**config.mk**
```make
export PLATFORM = sky130hd
export DESIGN_NAME = lpm_control
export DESIGN_NICKNAME = d
export VERILOG_FILES = /design/src/logic/lpm_pkg.sv /design/src/logic/lpm_sync.sv /design/src/logic/lpm_control.sv
export SDC_FILE = /design/constraint.sdc
export NUM_CORES = 1
export LEC_CHECK = 0
export BUFFER_PORTS_ARGS = -buffer_cell sky130_fd_sc_hd__buf_2
export CAP_MARGIN = 20
export CORE_UTILIZATION = 45
export DETAILED_ROUTE_END_ITERATION = 7
export PLACE_DENSITY = 0.82
export SYNTH_ARGS = -nofsm -noshare
export SYNTH_HDL_FRONTEND = slang
export SYNTH_SLANG_ARGS = --single-unit
```
**constraint.sdc**
```tcl
create_clock -name CLK -period 3.5 [get_ports CLK]
set_input_delay 0.525 -clock CLK [delete_from_list [all_inputs] [get_ports CLK]]
set_output_delay 0.525 -clock CLK [all_outputs]
set_load 0.01 [all_outputs]
```
**src/logic/lpm_pkg.sv**
```systemverilog
// Package with register offsets, field positions and reset values of the low-power mode block.
package lpm_pkg;
	// Register byte addresses on the Avalon-MM slave.
	localparam logic [3:0] LPM_ADDR_POWER_CONTROL = 4'h0;
	localparam logic [3:0] LPM_ADDR_OSC_CONTROL = 4'h4;
	localparam logic [3:0] LPM_ADDR_STATUS = 4'h8;
	localparam logic [3:0] LPM_ADDR_WATCHDOG = 4'hC;
	// Field positions in the power control register.
	localparam int LPM_BIT_IDLE = 0;
	localparam int LPM_BIT_STOP = 1;
	localparam int LPM_GF_LSB = 2;
	localparam int LPM_GF_MSB = 7;
	// Field positions in the oscillator control register.
	localparam int LPM_BIT_SUSPEND = 5;
	// Field positions in the watchdog control register.
	localparam int LPM_BIT_WD_ENABLE = 0;
	localparam int LPM_BIT_WD_LOCK = 1;
	// Reset values.
	localparam logic [5:0] LPM_GF_RESET = 6'h00;
	localparam logic [7:0] LPM_OSC_RESET = 8'h00;
	localparam logic LPM_WD_ENABLE_RESET = 1'b1;
	localparam logic LPM_WD_LOCK_RESET = 1'b0;
	// Default watchdog timeout in system clocks.
	localparam int LPM_WD_TIMEOUT = 65536;
	// Address the core fetches from after any reset.
	localparam logic [15:0] LPM_RESET_VECTOR = 16'h0000;
	// Power modes of the core.
	typedef enum logic [1:0] {
		LPM_RUN,
		LPM_IDLE,
		LPM_STOP,
		LPM_SUSPEND
	} lpm_mode_type;
endpackage : lpm_pkg

```
**src/logic/lpm_sync.sv**
```systemverilog
`timescale 1ns/1ns
// Two-flop synchroniser for a bundle of pin-side wake inputs.
module lpm_sync #(
	parameter int WIDTH = 2
) (
	input wire logic clk,
	input wire logic resetn,
	input wire logic [WIDTH-1:0] async_in,
	output logic [WIDTH-1:0] sync_out
);
	typedef struct packed {
		logic [WIDTH-1:0] first_reg;
		logic [WIDTH-1:0] second_reg;
	} lpm_sync_state_type;

	lpm_sync_state_type state_reg;
	lpm_sync_state_type state_next;

	// The first stage feeds only the second stage.
	always_comb begin
		state_next.first_reg = async_in;
		state_next.second_reg = state_reg.first_reg;
	end

	// Both stages clear on reset.
	always_ff @(posedge clk or negedge resetn) begin
		if (!resetn) begin
			state_reg <= '0;
		end else begin
			state_reg <= state_next;
		end
	end

	assign sync_out = state_reg.second_reg;
endmodule : lpm_sync

```
**src/logic/lpm_control.sv**
```systemverilog
`timescale 1ns/1ns
// Low-power mode controller: idle, stop and suspend gating for the processor core.
// Function
// - Setting idle halts the core once the setting instruction retires.
// - Idle keeps registers and memory; peripheral clocks keep running.
// - Enabled interrupt or reset ends idle; interrupt clears idle bit.
// - Interrupt wake services the interrupt, then resumes after the idle instruction.
// - Reset ending idle runs normal reset sequence, fetch from 0x0000.
// - Enabled watchdog keeps counting in idle and resets; disable only if unlocked.
// - Stop halts core and internal oscillator; only missing-clock detector stays live.
// - Suspend halts core and oscillator, wakes on port match or comparator low.
// - Suspend bit sits in oscillator control; idle and stop in power control.
// - Stop exits only by reset, then fetch starts from 0x0000.
// - Stop is bit 1, idle bit 0 of power control; both read zero.
// - Suspend wake resumes after the setting instruction, interrupt serviced first.
module lpm_control
	import lpm_pkg::*;
#(
	parameter int WD_TIMEOUT = LPM_WD_TIMEOUT
) (
	input wire logic CLK,
	input wire logic RESETN,
	input wire logic [3:0] AVS_ADDRESS,
	input wire logic AVS_READ,
	input wire logic AVS_WRITE,
	input wire logic [31:0] AVS_WRITEDATA,
	input wire logic [3:0] AVS_BYTEENABLE,
	output logic [31:0] AVS_READDATA,
	output logic AVS_WAITREQUEST,
	input wire logic CORE_RETIRE,
	input wire logic IRQ_PENDING,
	input wire logic EXT_RESET,
	input wire logic PORT_MATCH,
	input wire logic COMPARATOR_LOW,
	output logic CORE_CLK_EN,
	output logic INT_OSC_EN,
	output logic PERIPH_CLK_EN,
	output logic TIMERS_EN,
	output logic WAKE_IRQ,
	output logic CORE_RESET,
	output logic [15:0] RESET_PC,
	output logic WATCHDOG_RESET
);
	localparam int WD_W = $clog2(WD_TIMEOUT + 1);
	localparam logic [WD_W-1:0] WD_LAST = WD_W'(WD_TIMEOUT - 1);

	typedef struct packed {
		lpm_mode_type mode;
		logic idle_req;
		logic stop_req;
		logic suspend_req;
		logic [5:0] flags;
		logic [7:0] osc;
		logic wd_enable;
		logic wd_lock;
		logic [WD_W-1:0] wd_count;
		logic [31:0] rdata;
		logic ack;
		logic core_clk_en;
		logic int_osc_en;
		logic periph_clk_en;
		logic timers_en;
		logic wake_irq;
		logic core_reset;
		logic wd_reset;
	} lpm_state_type;

	lpm_state_type state_reg;
	lpm_state_type state_next;
	logic [1:0] wake_sync;

	// Pin-side wake sources cross two flops before any use.
	lpm_sync #(
		.WIDTH(2)
	) u_wake_sync (
		.clk(CLK),
		.resetn(RESETN),
		.async_in({PORT_MATCH, COMPARATOR_LOW}),
		.sync_out(wake_sync)
	);

	// Register read decode, shared by the read path.
	function automatic logic [31:0] read_word(input logic [3:0] addr, input lpm_state_type s);
		logic [31:0] w;
		w = 32'h0000_0000;
		unique case (addr)
			LPM_ADDR_POWER_CONTROL: begin
				w[LPM_GF_MSB:LPM_GF_LSB] = s.flags; // Mode bits stay zero.
			end
			LPM_ADDR_OSC_CONTROL: begin
				w[7:0] = s.osc;
			end
			LPM_ADDR_STATUS: begin
				w[1:0] = s.mode;
			end
			LPM_ADDR_WATCHDOG: begin
				w[LPM_BIT_WD_ENABLE] = s.wd_enable;
				w[LPM_BIT_WD_LOCK] = s.wd_lock;
			end
			default: begin
				w = 32'h0000_0000;
			end
		endcase
		return w;
	endfunction : read_word

	// Next-state logic for bus, mode machine and watchdog.
	always_comb begin
		logic wr;
		logic rst_evt;
		wr = 1'b0;
		rst_evt = 1'b0;
		state_next = state_reg;
		state_next.wake_irq = 1'b0;
		state_next.core_reset = 1'b0;
		state_next.wd_reset = 1'b0;
		// Every request waits exactly one cycle, so waitrequest is registered.
		state_next.ack = (AVS_READ || AVS_WRITE) && !state_reg.ack;
		// A write lands at the edge where the master sees waitrequest low, never earlier.
		wr = AVS_WRITE && state_reg.ack;
		if (AVS_READ && !state_reg.ack) begin
			state_next.rdata = read_word(AVS_ADDRESS, state_reg);
		end
		if (wr && AVS_BYTEENABLE[0]) begin
			unique case (AVS_ADDRESS)
				LPM_ADDR_POWER_CONTROL: begin
					state_next.flags = AVS_WRITEDATA[LPM_GF_MSB:LPM_GF_LSB];
					state_next.idle_req = AVS_WRITEDATA[LPM_BIT_IDLE];
					state_next.stop_req = AVS_WRITEDATA[LPM_BIT_STOP];
				end
				LPM_ADDR_OSC_CONTROL: begin
					state_next.osc = AVS_WRITEDATA[7:0];
					state_next.suspend_req = AVS_WRITEDATA[LPM_BIT_SUSPEND];
				end
				LPM_ADDR_WATCHDOG: begin
					// A locked watchdog ignores attempts to disable it.
					if (!state_reg.wd_lock) begin
						state_next.wd_enable = AVS_WRITEDATA[LPM_BIT_WD_ENABLE];
					end
					state_next.wd_lock = state_reg.wd_lock | AVS_WRITEDATA[LPM_BIT_WD_LOCK];
				end
				default: begin
				end
			endcase
		end
		// Watchdog runs on the free system clock, idle or not; stop and suspend silence it.
		if (state_reg.wd_enable && state_reg.mode != LPM_STOP
				&& state_reg.mode != LPM_SUSPEND) begin
			if (state_reg.wd_count == WD_LAST) begin
				state_next.wd_count = '0;
				state_next.wd_reset = 1'b1;
				rst_evt = 1'b1;
			end else begin
				state_next.wd_count = state_reg.wd_count + 1'b1;
			end
		end
		if (EXT_RESET) begin
			rst_evt = 1'b1;
		end
		// Mode machine; requests are applied only on the retire strobe.
		unique case (state_reg.mode)
			LPM_RUN: begin
				if (CORE_RETIRE && state_reg.stop_req) begin
					state_next.mode = LPM_STOP;
				end else if (CORE_RETIRE && state_reg.suspend_req) begin
					state_next.mode = LPM_SUSPEND;
				end else if (CORE_RETIRE && state_reg.idle_req) begin
					state_next.mode = LPM_IDLE;
				end
			end
			LPM_IDLE: begin
				if (IRQ_PENDING) begin
					// Interrupt wake; the core resumes and vectors to the handler.
					state_next.idle_req = 1'b0;
					state_next.wake_irq = 1'b1;
					state_next.mode = LPM_RUN;
				end
			end
			LPM_STOP: begin
				// Only a reset leaves stop.
			end
			LPM_SUSPEND: begin
				if (|wake_sync) begin
					state_next.suspend_req = 1'b0;
					state_next.osc[LPM_BIT_SUSPEND] = 1'b0;
					state_next.wake_irq = IRQ_PENDING;
					state_next.mode = LPM_RUN;
				end
			end
		endcase
		// An external or watchdog reset ends every mode and restarts the core at the vector.
		if (rst_evt) begin
			state_next.mode = LPM_RUN;
			state_next.idle_req = 1'b0;
			state_next.stop_req = 1'b0;
			state_next.suspend_req = 1'b0;
			state_next.flags = LPM_GF_RESET;
			state_next.osc = LPM_OSC_RESET;
			state_next.wd_enable = LPM_WD_ENABLE_RESET;
			state_next.wd_lock = LPM_WD_LOCK_RESET;
			state_next.wd_count = '0;
			state_next.core_reset = 1'b1;
		end
		// Core clock stops in every low mode; peripherals only in stop and suspend.
		state_next.core_clk_en = (state_next.mode == LPM_RUN);
		state_next.int_osc_en = (state_next.mode != LPM_STOP)
			&& (state_next.mode != LPM_SUSPEND);
		state_next.periph_clk_en = state_next.int_osc_en;
		state_next.timers_en = state_next.int_osc_en;
	end

	// One register stage holds all state outside the wake synchroniser.
	always_ff @(posedge CLK or negedge RESETN) begin
		if (!RESETN) begin
			state_reg <= '{mode: LPM_RUN, wd_enable: LPM_WD_ENABLE_RESET,
				core_clk_en: 1'b1, int_osc_en: 1'b1, periph_clk_en: 1'b1,
				timers_en: 1'b1, default: '0};
		end else begin
			state_reg <= state_next;
		end
	end

	// Outputs other than RESET_PC come straight from the state register.
	assign AVS_READDATA = state_reg.rdata;
	assign AVS_WAITREQUEST = !state_reg.ack;
	assign CORE_CLK_EN = state_reg.core_clk_en;
	assign INT_OSC_EN = state_reg.int_osc_en;
	assign PERIPH_CLK_EN = state_reg.periph_clk_en;
	assign TIMERS_EN = state_reg.timers_en;
	assign WAKE_IRQ = state_reg.wake_irq;
	assign CORE_RESET = state_reg.core_reset;
	assign RESET_PC = LPM_RESET_VECTOR; // Constant vector for every reset.
	assign WATCHDOG_RESET = state_reg.wd_reset;
endmodule : lpm_control

```
== Yosys cells after proc, flatten, opt, wreduce, memory -nomap -nowiden ==
Index checks and enable logic that the tools add are counted.
Cells by class
  reductions and logical operators: 25
  bitwise gates (word level): 1
  multiply operators: 0
  div/mod/pow operators: 0
  order comparisons: 0
  add/subtract/negate cells: 1
  eq/ne operators: 11
  multiplexer cells: 30
  shift-type cells: 0
Operators with widths (number)
  $mux W38: 1
  $mux W17: 2
  $mux W19: 1
  $add A17 B1 Y17 const B: 1
  $eq A17 B16 Y1 const B: 1
  $mux W1: 13
  $mux W2: 6
  $pmux W2 S3: 2
  $pmux W6 S2: 1
  $logic_and A1 B1 Y1: 10
  $reduce_bool A2 Y1: 5
  $eq A4 B4 Y1 const B: 2
  $mux W8: 1
  $ne A2 B2 Y1 const B: 4
  $mux W6: 1
  $reduce_and A2 Y1: 3
  $eq A4 B3 Y1 const B: 1
  $logic_not A2 Y1: 2
  $logic_not A4 Y1: 1
  $mux W3: 1
  $reduce_and A3 Y1: 1
  $eq A2 B1 Y1 const B: 1
  $eq A2 B2 Y1 const B: 1
  $ne A2 B1 Y1 const B: 1
  5 further kinds: 5
Word-level totals
  output and inout bits: 56
  RAM bits: 0
  input port bits: 49
  register bits: 56
  word-level logic and storage cells: 87
  bits in latches: 0
  memory bits (read-only): 0
  memories: 0

== Logic depth before layout (Yosys ltp) ==
  depth in word-level cells: 8
  mapped depth: 7
  mapped depth without buffers: 5

== Hierarchy ==
From an unflattened synthesis, not the netlist that was laid out.
Unflattened totals
  cells, all modules: 301
  area total of the unflattened synthesis: 3022.9 µm²
Modules (own cells, without submodules)
  lpm_control: cells an instance 297, area each 2922.8 µm², seq. area each 1305.0 µm², instances 1
  lpm_sync: cells an instance 4, area each 100.1 µm², seq. area each 100.1 µm², instances 1

== Least setup slack after synthesis ==
No wires, ideal clock.
  path kind: input port to flip-flop
  start: input AVS_ADDRESS[1]
  end: register state_reg[75] (netlist bit)
  slack: 1.684 ns
  data required time: 3.379 ns
  path buffers: 1
  stages on the path: 5
  setup time: 0.121 ns
  data arrival time: 1.695 ns
  cells stage by stage: or2_1 -> buf_6 -> nor4_4 -> mux2i_1 -> nor3_2
RTL lines
  start: declaration: RTL line lpm_control.sv:23  | input wire logic [3:0] AVS_ADDRESS,
  end signal: assignment: RTL line lpm_control.sv:215  | state_reg <= '{mode: LPM_RUN, wd_enable: LPM_WD_ENABLE_RESET,
  end signal: assignment: RTL line lpm_control.sv:219  | state_reg <= state_next;
  end: declaration: RTL line lpm_control.sv:68  | lpm_state_type state_reg;

== Worst setup path after layout ==
  start: register state_reg[58] (netlist bit)
  end: register state_reg[47] (netlist bit)
On the way
  longest elaborated chain between the ends: 5
  elaborated cells on any way between the ends: 6
  classes of those cells: mux: 3; reduce/logical: 3
RTL lines
  $logic_and A1 B1 Y1 *: RTL line lpm_control.sv:147  | if (state_reg.wd_enable && state_reg.mode != LPM_STOP
  $logic_and A1 B1 Y1 *: RTL line lpm_control.sv:148  | && state_reg.mode != LPM_SUSPEND) begin
  $mux W1: RTL line lpm_control.sv:147
  $mux W1: RTL line lpm_control.sv:157  | if (EXT_RESET) begin
  $mux W38 or $reduce_bool A2 Y1 (tied branches)
Every way passes the cells marked *; elsewhere a longest branch is shown, timed or not.
A chain may end at the register's enable or synchronous reset.

==> results.tsv <==
metric	value	unit
clk_pin_slew	0.11	ns
pwr-share-clk	32.6	%
finalCritPeriodShare	62.2	%
seq_power_share	59.0	%
finalSetupTns	0	ns
max_freq	0.459	GHz
cts_sinks	56	
cp_data_arrival_time	2.41	ns
htreeDepth	2	
slew_headroom	44.1	%
diodes	0	
hold_viol_final	0	
core	6390	sq um
setup_viol	0	
status	completed	
crit_required	3.73	ns
netlist_instances	295	
cts_hold_buffers	0	
yosysMostFrequentCell	dfrtp_1	
cts_root_buffer	clkbuf_8	
place.port_buffers	37	
start_util	46.6	%
maxCapViolations	0	
top_layer_used	met4	
grt_pass1_wl	8890	um
post_drt_wl_per_cell	12.9	um
synth.distinct_cells	48	
synth_top_cell_by_area	dfrtp_1	
slew_violations	0	
syn-mean-instance-area	10.1	sq um
hp-class	in -> async	
clk_latency	0.31	ns
clk_path_buf_depth	2	
ir_drop	0.164	mV
vias_per_cell	5.10	
clock_skew	0.00806	ns
p_leak	1.40	nW
p_sw	0.000296	W
die_area	6950	sq um
die_w	83.4	um
met3_length	253	um
pin_count	105	
post-cts-setup-buffers	0	
ant_nets	0	
ctsResizeCount	0	
rsz0062_at_grt	false	
crit_type	reg -> reg	
grt_pass1_vias	1903	
track_usage	15.4	%
place.gp.congestion	0.798	
synth.area.top_cells	dfrtp_1, buf_4, mux2i_1	
drive_gt1_share	18.1	%
synth_warnings	0	
gr-total-overflow	0	
synth-seq-cells	56	
yosys_most_used_dff	dfrtp_1	
hpwlAfterDp	3660	um
slowest_delay	0.57	ns
wirelength	5150	um
crit_slowest_cell	dfstp_2	
synth-edff-count	0	
wl_met2	2470	um
syn_to_final_growth	3.57	%
swShare	26.3	%
ys_seq_area_share	47.2	%
die_y	83.4	um
num_rows	29	
wl_met1	2360	um
cts_made_buffers	5	
worst_pin_slew	0.839	ns
period_minus_slack	2.18	ns
vias	2031	
synth_top_area_share	44.5	%
nNetsFinal	370	
synthArstFlopShare	100	%
ys_top_cells_by_count	dfrtp_1, buf_4, nor2_1	
drc	0	
end_kind	flip-flop	
critPathLaunchType	flip-flop	
cellInternalPower	0.000828	W
cts_tree	done	
fin_hold_ws	0.307	ns
critPathMaxFanout	9	
drt_iter0_markers	135	
antenna_found_initial	0	
netlist_area	2980	sq um
powerDensity	364	nW/um^2
firstDrtPassIters	4	
largest_register_ffs	39	
grt_start_max_net_pins	39	
power_frac_comb	8.4	%
path_cells	nor2b_1, nor2_1, or4_1, a21oi_1	
[area by class of cell]
cell class,count,area (sq um)
tap,77,96.3
clock buffer,5,68.8
multi-input combinational,213,1270
timing repair buffer,40,208
sequential,56,1410
inverter,4,15.0
clock inverter,3,26.3
fill,599,3300
[kinds of logic (layout without fill, tap and decap cells)]
group                    Yosys count  in the layout  share of synthesized area [%]
multiplexers                      20             20                           6.80
AO/OA/AOI/OAI                     45             45                           10.2
AND/OR/NAND/NOR                   99             99                           17.6
other                              1             40                          0.126
XOR/XNOR                           8              8                           2.35
buffers and inverters             65             52                           15.2
adder cells (fa/ha/maj)            1              1                          0.420
flip-flops                        56             56                           47.2
[layer usage]
metal / vias up / GRT usage (%)
met1: 966 / 20.8
li1: 985 / -
met3: 9 / 3.28
met2: 71 / 25.3
met4: 0 / 3.61
met5: - / 0
[cell usage in the layout (no fill, tap or decap), types with 4 or more instances in the layout]
cell type,n
nor3_1,5
nand2_1,22
or4_1,5
inv_1,4
nor2_1,34
conb_1,40
nand4_1,4
buf_2,37
dfrtp_1,53
o211ai_1,4
o21ai_0,10
nor2b_1,4
a22o_1,4
nand3_1,5
mux2i_1,18
a21oi_1,8
clkbuf_8,5
a22oi_1,6
xor2_1,7
[power by group through the flow]
stage | Combinational [W] | Sequential [W] | Clock (W)
6_report | 0.0000942 | 0.000663 | 0.000367
5_1_grt | 0.000107 | 0.000664 | 0.000408
4_1_cts | 0.0000953 | 0.000663 | 0.000380
3_5_place_dp | 0.0000950 | 0.000675 | 0
3_3_place_gp | 0.0000929 | 0.000675 | 0
2_1_floorplan | 0.0000917 | 0.000674 | 0
[worst max-delay path: cells and delay by family, from the launching register on]
| kind | cells | cell delay [ns] |
|---|---|---|
| AOI/OAI and AO/OA | 1 | 0.17 |
| DFF | 1 | 0.57 |
| and+or+nand+nor | 3 | 1.37 |
[stage by stage]
stage               cell area, sq um  instances  setup slack (ns)  power (W)  util, %
finish                          3090        398              1.32    0.00112     48.3
global route                    3090        398              1.22    0.00118     48.3
CTS                             3090        398              1.33    0.00114     48.3
detailed placement              2990        390              1.16   0.000770     46.8
global placement                2990        390              1.17   0.000767     46.8
floorplan                       3130        334              1.68   0.000766        -
[final timing paths]
check | cells after the start | slack (ns) | to | from
max | 4 | 1.32 | state_reg[47]$_DFFE_PN0P_ | state_reg[58]$_DFFE_PN1P_
min | 1 | 0.31 | state_reg[50]$_DFFE_PN0P_ | RESETN
max reg2reg | 4 | 1.32 | state_reg[47]$_DFFE_PN0P_ | state_reg[58]$_DFFE_PN1P_
min reg2reg | 0 | 0.36 | u_wake_sync.sync_out[0]$_DFF_PN0_ | u_wake_sync.state_next[0]$_DFF_PN0_
max in group asynchronous | 2 | 2.44 | state_reg[72]$_DFFE_PN0P_ | RESETN
min in group CLK | 1 | 0.32 | u_wake_sync.state_next[1]$_DFF_PN0_ | PORT_MATCH
(Power assumes the default switching activity.)
